$ cat src/asp_map.vh
// Constants for the asynchronous SRAM port host controller
`ifndef ASP_MAP_VH
`define ASP_MAP_VH
`define ASP_ADDR_W 19
`define ASP_DATA_W 8
`define ASP_CLK_NS 10
// Pin timing in ns (speed grade 55)
`define ASP_T_CYCLE_NS 55
`define ASP_T_WLWH_NS 45
`define ASP_T_WLQZ_NS 20
`define ASP_T_DVWH_NS 25
// Cycle counts, least times rounded up
`define ASP_RD_CYC ((`ASP_T_CYCLE_NS + `ASP_CLK_NS - 1) / `ASP_CLK_NS)
`define ASP_WR_CYC ((`ASP_T_WLWH_NS + `ASP_CLK_NS - 1) / `ASP_CLK_NS)
`define ASP_REL_CYC ((`ASP_T_WLQZ_NS + `ASP_CLK_NS - 1) / `ASP_CLK_NS)
`define ASP_DV_CYC ((`ASP_T_DVWH_NS + `ASP_CLK_NS - 1) / `ASP_CLK_NS)
`define ASP_CNT_W 4
`define ASP_ST_IDLE 2'h0
`define ASP_ST_READ 2'h1
`define ASP_ST_WRITE 2'h2
`define ASP_ST_RECOV 2'h3
`endif

$ cat src/asp_host.v
// Host controller that drives a 512K x 8 asynchronous SRAM over its pins
// Operation
// - Keep cs_n or stor_n high while address changes between writes.
// - Write starts when cs_n and stor_n both low; setup from later edge.
// - Write ends at first rising edge; data valid before, held after.
// - Host drives data only after device releases bus following stor_n fall; code drives it one cycle after the fall.
`include "asp_map.vh"
`default_nettype none
module asp_host #(
  parameter ADDR_W = `ASP_ADDR_W,
  parameter DATA_W = `ASP_DATA_W
) (
  input wire core_clk_i,
  input wire rstn_i,
  input wire req_i,
  input wire req_write_i,
  input wire [ADDR_W-1:0] req_addr_i,
  input wire [DATA_W-1:0] req_wdata_i,
  output reg req_ready_o,
  output reg rsp_valid_o,
  output reg [DATA_W-1:0] rsp_rdata_o,
  output reg [ADDR_W-1:0] addr_o,
  output reg cs_n_o,
  output reg out_drv_n_o,
  output reg stor_n_o,
  input wire [DATA_W-1:0] data_i,
  output reg [DATA_W-1:0] data_o,
  output reg data_oe_n_o
);
  // ----------------------------------------
  // Constants
  // ----------------------------------------
  localparam [1:0] ST_IDLE = `ASP_ST_IDLE;
  localparam [1:0] ST_READ = `ASP_ST_READ;
  localparam [1:0] ST_WRITE = `ASP_ST_WRITE;
  localparam [1:0] ST_RECOV = `ASP_ST_RECOV;
  localparam integer RD_CYC = `ASP_RD_CYC;
  localparam integer WR_CYC = `ASP_WR_CYC;
  localparam integer REL_CYC = `ASP_REL_CYC;
  // Loads cut to the counter width on purpose; all fit in four bits
  localparam [`ASP_CNT_W-1:0] RD_LOAD = RD_CYC[`ASP_CNT_W-1:0];
  localparam [`ASP_CNT_W-1:0] WR_LOAD = WR_CYC[`ASP_CNT_W-1:0];
  localparam [`ASP_CNT_W-1:0] REL_LOAD = REL_CYC[`ASP_CNT_W-1:0];
  localparam [`ASP_CNT_W-1:0] CNT_ZERO = {`ASP_CNT_W{1'b0}};
  localparam [`ASP_CNT_W-1:0] CNT_ONE = {{(`ASP_CNT_W-1){1'b0}}, 1'b1};

  // ----------------------------------------
  // State
  // ----------------------------------------
  reg [1:0] state;
  reg [`ASP_CNT_W-1:0] cnt;
  reg wr_phase;
  reg [1:0] next_state;
  reg [`ASP_CNT_W-1:0] next_cnt;
  reg next_wr_phase;
  reg next_req_ready;
  reg next_rsp_valid;
  reg [DATA_W-1:0] next_rsp_rdata;
  reg [ADDR_W-1:0] next_addr;
  reg next_cs_n;
  reg next_out_drv_n;
  reg next_stor_n;
  reg [DATA_W-1:0] next_data;
  reg next_data_oe_n;

  // ----------------------------------------
  // Counter helpers
  // ----------------------------------------
  function cnt_done;
    input [`ASP_CNT_W-1:0] c;
    begin
      cnt_done = (c == CNT_ZERO);
    end
  endfunction

  function [`ASP_CNT_W-1:0] cnt_dec;
    input [`ASP_CNT_W-1:0] c;
    begin
      cnt_dec = c - CNT_ONE;
    end
  endfunction

  // ----------------------------------------
  // Next-state logic
  // ----------------------------------------
  always @*
  begin
    next_state = state;
    next_cnt = cnt;
    next_wr_phase = wr_phase;
    next_req_ready = req_ready_o;
    next_rsp_valid = 1'b0;
    next_rsp_rdata = rsp_rdata_o;
    next_addr = addr_o;
    next_cs_n = cs_n_o;
    next_out_drv_n = out_drv_n_o;
    next_stor_n = stor_n_o;
    next_data = data_o;
    next_data_oe_n = data_oe_n_o;
    case (state)
      ST_IDLE:
      begin
        next_req_ready = 1'b1;
        if (req_i && req_ready_o)
        begin
          next_req_ready = 1'b0;
          // Address settles while stor_n is still high
          next_addr = req_addr_i;
          next_cs_n = 1'b0;
          if (req_write_i)
          begin
            // Output enable stays off so the device never drives
            next_out_drv_n = 1'b1;
            next_data = req_wdata_i;
            next_state = ST_WRITE;
            next_wr_phase = 1'b0;
            next_cnt = REL_LOAD;
          end
          else
          begin
            next_out_drv_n = 1'b0;
            next_state = ST_READ;
            next_cnt = RD_LOAD;
          end
        end
      end
      ST_READ:
      begin
        if (cnt_done(cnt))
        begin
          // Sampled after full access delay from all three edges
          next_rsp_rdata = data_i;
          next_rsp_valid = 1'b1;
          next_cs_n = 1'b1;
          next_out_drv_n = 1'b1;
          next_state = ST_RECOV;
          next_cnt = CNT_ZERO;
        end
        else
          next_cnt = cnt_dec(cnt);
      end
      ST_WRITE:
      begin
        if (!wr_phase)
        begin
          if (cnt_done(cnt))
          begin
            // Later falling edge starts the write
            next_stor_n = 1'b0;
            next_wr_phase = 1'b1;
            next_cnt = WR_LOAD;
          end
          else
            next_cnt = cnt_dec(cnt);
        end
        else
        begin
          // Bus driven one cycle after stor_n falls; the REL_LOAD wait runs before the fall
          next_data_oe_n = 1'b0;
          if (cnt_done(cnt))
          begin
            // stor_n rises first and ends the write
            next_stor_n = 1'b1;
            next_state = ST_RECOV;
            next_cnt = CNT_ZERO;
          end
          else
            next_cnt = cnt_dec(cnt);
        end
      end
      ST_RECOV:
      begin
        // Data held one cycle past stor_n rise, then bus released
        next_data_oe_n = 1'b1;
        next_cs_n = 1'b1;
        next_wr_phase = 1'b0;
        next_state = ST_IDLE;
      end
      default:
        next_state = ST_IDLE;
    endcase
  end

  // ----------------------------------------
  // Registers
  // ----------------------------------------
  // Every pin comes straight from a flop so no glitch reaches the memory
  always @(posedge core_clk_i or negedge rstn_i)
  begin
    if (!rstn_i)
    begin
      state <= ST_IDLE;
      cnt <= CNT_ZERO;
      wr_phase <= 1'b0;
      req_ready_o <= 1'b0;
      rsp_valid_o <= 1'b0;
      rsp_rdata_o <= {DATA_W{1'b0}};
      addr_o <= {ADDR_W{1'b0}};
      cs_n_o <= 1'b1;
      stor_n_o <= 1'b1;
      out_drv_n_o <= 1'b1;
      data_o <= {DATA_W{1'b0}};
      data_oe_n_o <= 1'b1;
    end
    else
    begin
      state <= next_state;
      cnt <= next_cnt;
      wr_phase <= next_wr_phase;
      req_ready_o <= next_req_ready;
      rsp_valid_o <= next_rsp_valid;
      rsp_rdata_o <= next_rsp_rdata;
      addr_o <= next_addr;
      cs_n_o <= next_cs_n;
      stor_n_o <= next_stor_n;
      out_drv_n_o <= next_out_drv_n;
      data_o <= next_data;
      data_oe_n_o <= next_data_oe_n;
    end
  end
endmodule // asp_host
`default_nettype wire

$ cat config.mk
export PLATFORM = sky130hd
export DESIGN_NAME = asp_host
export DESIGN_NICKNAME = d
export VERILOG_FILES = /design/src/asp_host.v
export VERILOG_INCLUDE_DIRS = /design/src
export SDC_FILE = /design/constraint.sdc
export NUM_CORES = 1
export LEC_CHECK = 0
export BUFFER_PORTS_ARGS = -buffer_cell sky130_fd_sc_hd__buf_2
export CORE_MARGIN = 2
export CORE_UTILIZATION = 48
export DETAILED_ROUTE_END_ITERATION = 8
export GPL_ROUTABILITY_DRIVEN = 0
export MAX_ROUTING_LAYER = met4
export PLACE_DENSITY = 0.78
export SLEW_MARGIN = 40
export SYNTH_ARGS = -nofsm -noshare
export SYNTH_HDL_FRONTEND = slang
export SYNTH_SLANG_ARGS = --single-unit
$ cat constraint.sdc
create_clock -name core_clk_i -period 3.7 [get_ports core_clk_i]
set_input_delay 0.37 -clock core_clk_i [delete_from_list [all_inputs] [get_ports core_clk_i]]
set_output_delay 0.37 -clock core_clk_i [all_outputs]
set_load 0.01 [all_outputs]
# Yosys cells after proc, flatten, opt, wreduce, memory -nomap -nowiden
# Cells that the tools add are included.
totals:
  mem_count: 0
  mem_bits_ro: 0
  ramBits: 0
  in_bits: 39
  latchBits: 0
  ff_bits: 48
classes:
  n_reduce_logical: 18
  div: 0
  n_eq_ne: 7
  n_shift: 0
  n_addsub: 1
  n_lt_le_gt_ge: 0
  muxes: 28
  mul: 0
  n_bitwise: 0
ops:
  columns: ["op", "count"]
  rows:
  - ["two-way mux 4 bit", 4]
  - ["two-way mux 1 bit", 13]
  - ["case mux 4 bit (3 select lines)", 1]
  - ["AND reduction 2 bit", 6]
  - ["AND reduction 3 bit", 4]
  - ["nonzero test 3 bit", 3]
  - ["two-way mux 2 bit", 4]
  - ["!= test 2 bit (second input constant)", 4]
  - ["case mux 2 bit (4 select lines)", 1]
  - ["case mux 1 bit (3 select lines)", 2]
  - ["== test 2 bit (second input constant)", 2]
  - ["zero test 4 bit", 1]
  - ["case mux 1 bit (2 select lines)", 2]
  - ["nonzero test 2 bit", 2]
  - ["subtractor 4 x 1 -> 4 bit (second input constant)", 1]
  - ["two-way mux 3 bit", 1]
  - ["== test 2 x 1 -> 1 bit (second input constant)", 1]
  - ["zero test 2 bit", 1]
  - ["logical AND 1 bit", 1]

# Depth between registers and ports, before layout
depth:
  ltp_word: 4
  mapped_depth: 6

# Worst setup path before layout
# Ideal clock, no wire load.
synth_timing:
  path_kind: "reg2reg"
  start: "register cnt[0]"
  end: "register rsp_rdata_o[0]"
  path_slack_ns: 2.007
  stages_incl_launch_ff: 7
  setup_ns: 0.128
  arrival_ns: 1.566
  path_buffers: 1
  cell_sequence: "dfrtp_1 > inv_1 > ha_1 > nor3b_2 > and2_1 > buf_4 > mux2_1"
synth_via:
  elab_chain_len: 2
synth_rtl:
  columns: ["item", "line_no", "source"]
  rows:
  - ["from (decl)", "asp_host.v:51", "reg [`ASP_CNT_W-1:0] cnt;"]
  - ["from (signal assigned)", "asp_host.v:208", "cnt <= next_cnt;"]
  - ["zero test 4 bit", "asp_host.v:72", "cnt_done = (c == CNT_ZERO);"]
  - ["AND reduction 2 bit (no source line)", null, null]
  - ["to (signal assigned)", "asp_host.v:197", "rsp_rdata_o <= {DATA_W{1'b0}};"]
  - ["to (signal assigned)", "asp_host.v:212", "rsp_rdata_o <= next_rsp_rdata;"]
  - ["to (decl)", "asp_host.v:21", "output reg [DATA_W-1:0] rsp_rdata_o,"]
# Every way passes these cells.
# A chain may end at the register's enable or synchronous reset.

# Worst setup path in the final report
layout_timing:
  start: "register cnt[0]"
  end: "register rsp_rdata_o[4]"
# The elaborated chain is that of the path after synthesis.

==> run_results.csv <==
group,metric,value,unit
run_status,run_status,"completed",
drt,first_iter_violations,35,
drt,drc,0,
logic_synthesis,syn-cell-area,0.002113,mm^2
floorplanning,die_area,0.004949,mm^2
power,cellPowerDensity,901.6,mW/mm^2
logic_synthesis,synthFlopType,"dfrtp_1",
global_routing,antenna_found_initial,0,
global_routing,grt.total_usage,17.22,%
timing,finalSetupViolCount,0,
critical_path,crit_path_max_fanout,9,
critical_path,path_class,"reg -> reg",
logic_synthesis,synth_warnings,0,
clocking,clk_pin_slew,0.08,ns
global_routing,grt_pass1_vias,1465,
critical_path,end_kind,"flop",
clocking,cts_tree,"built",
clocking,hold_buffers,0,
timing,maxSlewViolCount,0,
job,maxCapViolCount,0,
clocking,cts_root_buf,"clkbuf_8",
logic_synthesis,yosysTopAreaCellShare,52.10,%
layout,final_net_count,279,
clocking,clock_sinks,48,
logic_synthesis,yosysTopAreaCell,"dfrtp_1",
logic_synthesis,synthTopCellsByArea,"dfrtp_1 52%, mux2_1 14%, dfstp_2 5.0%",
floorplanning,rows,24,
critical_path,cp.required,3.87,ns
timing,hold_viol,0,
layout,areaGrowthSynthToFinish,23.80,%
placed_design,port_buffers,79,
global_routing,overflow,0,
power,finalPower,2359,uW
timing,skew,0.006410,ns
floorplanning,die_width,70.35,um
floorplanning,io_pins,80,
drt,drtAntennaViolNets,0,
drt,drt-vias-per-instance,5.206,
floorplanning,initial_utilization,49.21,%
logic_synthesis,synth_edf_count,0,
timing,setup-tns-final,0,ns
floorplanning,die_y,70.35,um
clocking,clock_path_buffers,2,
logic_synthesis,syn_nets,199,
critical_path,rr_worst_depth,5,
drt,finalWirelength,3973,um
layout,antennaDiodeCount,0,
clocking,clkLatencyLatePin,0.29,ns
drt,drtPass1Iterations,5,
logic_synthesis,synthArstFlopShare,100.0,%
timing,worst_pin_slew,0.5741,ns
timing,rsz0062_at_grt,"no",
clocking,cts_resized,0,
logic_synthesis,ys_seq_area_share,57.08,%
timing,slew_headroom,61.73,%
logic_synthesis,synth-seq-cells,48,
drt,avgRoutedWirePerCell,13.84,um
logic_synthesis,synthTopCellsByCount,"44 x dfrtp_1, 27 x mux2_1, 8 x mux2_2, 7 x inv_1",
power,p_leak,0.001277,uW
clocking,h-tree-depth,2,
power,peakVddDrop,505.0,uV
clocking,cts_setup_buffers,0,
hold_path,hp-class,"in -> async",
logic_synthesis,synth.most_common_cell,"dfrtp_1",
timing,fmax,484.0,MHz
floorplanning,core,0.004294,mm^2
clocking,cts_buffers,5,
logic_synthesis,synthDistinctLibCells,41,
logic_synthesis,syn_area_per_cell,13.72,um^2
critical_path,cp.arrival,2.23,ns
critical_path,cp-start-kind,"flop",
timing,min_period_over_period,55.85,%
logic_synthesis,syn-instance-count,154,
timing,timing.final.crit_period,2.066,ns
layout,drive_above_1_share,44.26,%
global_routing,grt_pass1_wl,6665,um
placed_design,place_hpwl,3017,um
drt,via_count,1494,
global_routing,grt_max_degree,49,
[cells by family (layout without fill, tap and decap cells)]
kind of cell               count (synthesis)  count (layout)  synth area share (%)
and+or+nand+nor                           24              24                 7.046
AOI/OAI and AO/OA                         26              26                 9.473
DFF                                       48              48                 57.08
adders and majority gates                  6               6                 3.552
buffers and inverters                     13              94                 3.256
muxes                                     37              37                 19.60
[area by class of cell]
| cell class | instances | area [um^2] |
|---|---|---|
| multi-input cells | 93 | 839.6 |
| flip-flops and latches | 48 | 1206 |
| fillers | 336 | 1678 |
| repair buffers | 79 | 397.9 |
| clock inverters | 1 | 5.005 |
| clock buffers | 7 | 76.32 |
| well taps | 52 | 65.06 |
| inverters | 7 | 26.28 |
[per-layer routing]
layer | global-route usage (%) | part of all wire, % | vias up
met5 | - | 0 | -
met3 | 4.618 | 6.2 | 2
met1 | 20.66 | 44 | 728
met4 | 4.487 | 0.63 | 0
met2 | 28.83 | 49 | 49
li1 | - | - | 715
[sequential cells by signal, summed over array words and instances (netlist names)]
signal / count
stor_n_o: 1
req_ready_o: 1
addr_o: 19
data_o: 8
cs_n_o: 1
cnt: 4
rsp_valid_o: 1
data_oe_n_o: 1
wr_phase: 1
out_drv_n_o: 1
state: 2
rsp_rdata_o: 8
[layout by cell type (no fill, tap or decap), types with 2 or more instances in the layout]
cell type	synthesis	layout
dfrtp_1	44	44
dfstp_2	4	4
o22ai_1	2	2
nor3_1	2	2
ha_1	6	6
mux2i_1	2	2
nand2b_1	2	2
a21oi_1	6	6
mux2_2	8	8
o21ai_0	3	3
clkbuf_8	0	5
inv_1	7	7
clkbuf_1	1	2
mux2_1	27	27
o32a_1	4	4
nor2_1	6	6
and2_1	3	3
buf_2	1	78
[report_power, final]
part	switching, uW	internal (uW)
Combinational	577	546
Sequential	144	804
Clock	156	133
[worst paths after layout]
check / to / startpoint / slack (ns)
min in group core_clk_i: addr_o[12] / req_addr_i[12] / 0.29
min: addr_o[4] / rstn_i / 0.08
max: rsp_rdata_o[4] / cnt[0] / 1.63
min reg2reg: addr_o[6] / addr_o[6] / 0.48
max in group asynchronous: data_oe_n_o / rstn_i / 3.23
max reg2reg: rsp_rdata_o[4] / cnt[0] / 1.63
[critical path: stages (launching register included)]
cell,delay (ns)
dfrtp_1,0.41
inv_1,0.10
ha_1,0.21
nor3b_2,0.41
and2_1,0.45
mux2_1,0.37
[per-stage QoR]
step | hold WS (ns) | area, um^2 | util, % | std cells | setup slack (ns)
global route | 0.1160 | 2616 | 60.93 | 287 | 1.463
detailed placement | 0.4180 | 2535 | 59.03 | 279 | 1.637
finish | 0.08153 | 2616 | 60.93 | 287 | 1.634
global placement | 0.4622 | 2531 | 58.95 | 279 | 1.425
CTS | 0.1014 | 2616 | 60.93 | 287 | 1.628
floorplan | 0.07441 | 2113 | - | 154 | 2.007
Power figures use the tool's default switching activity.
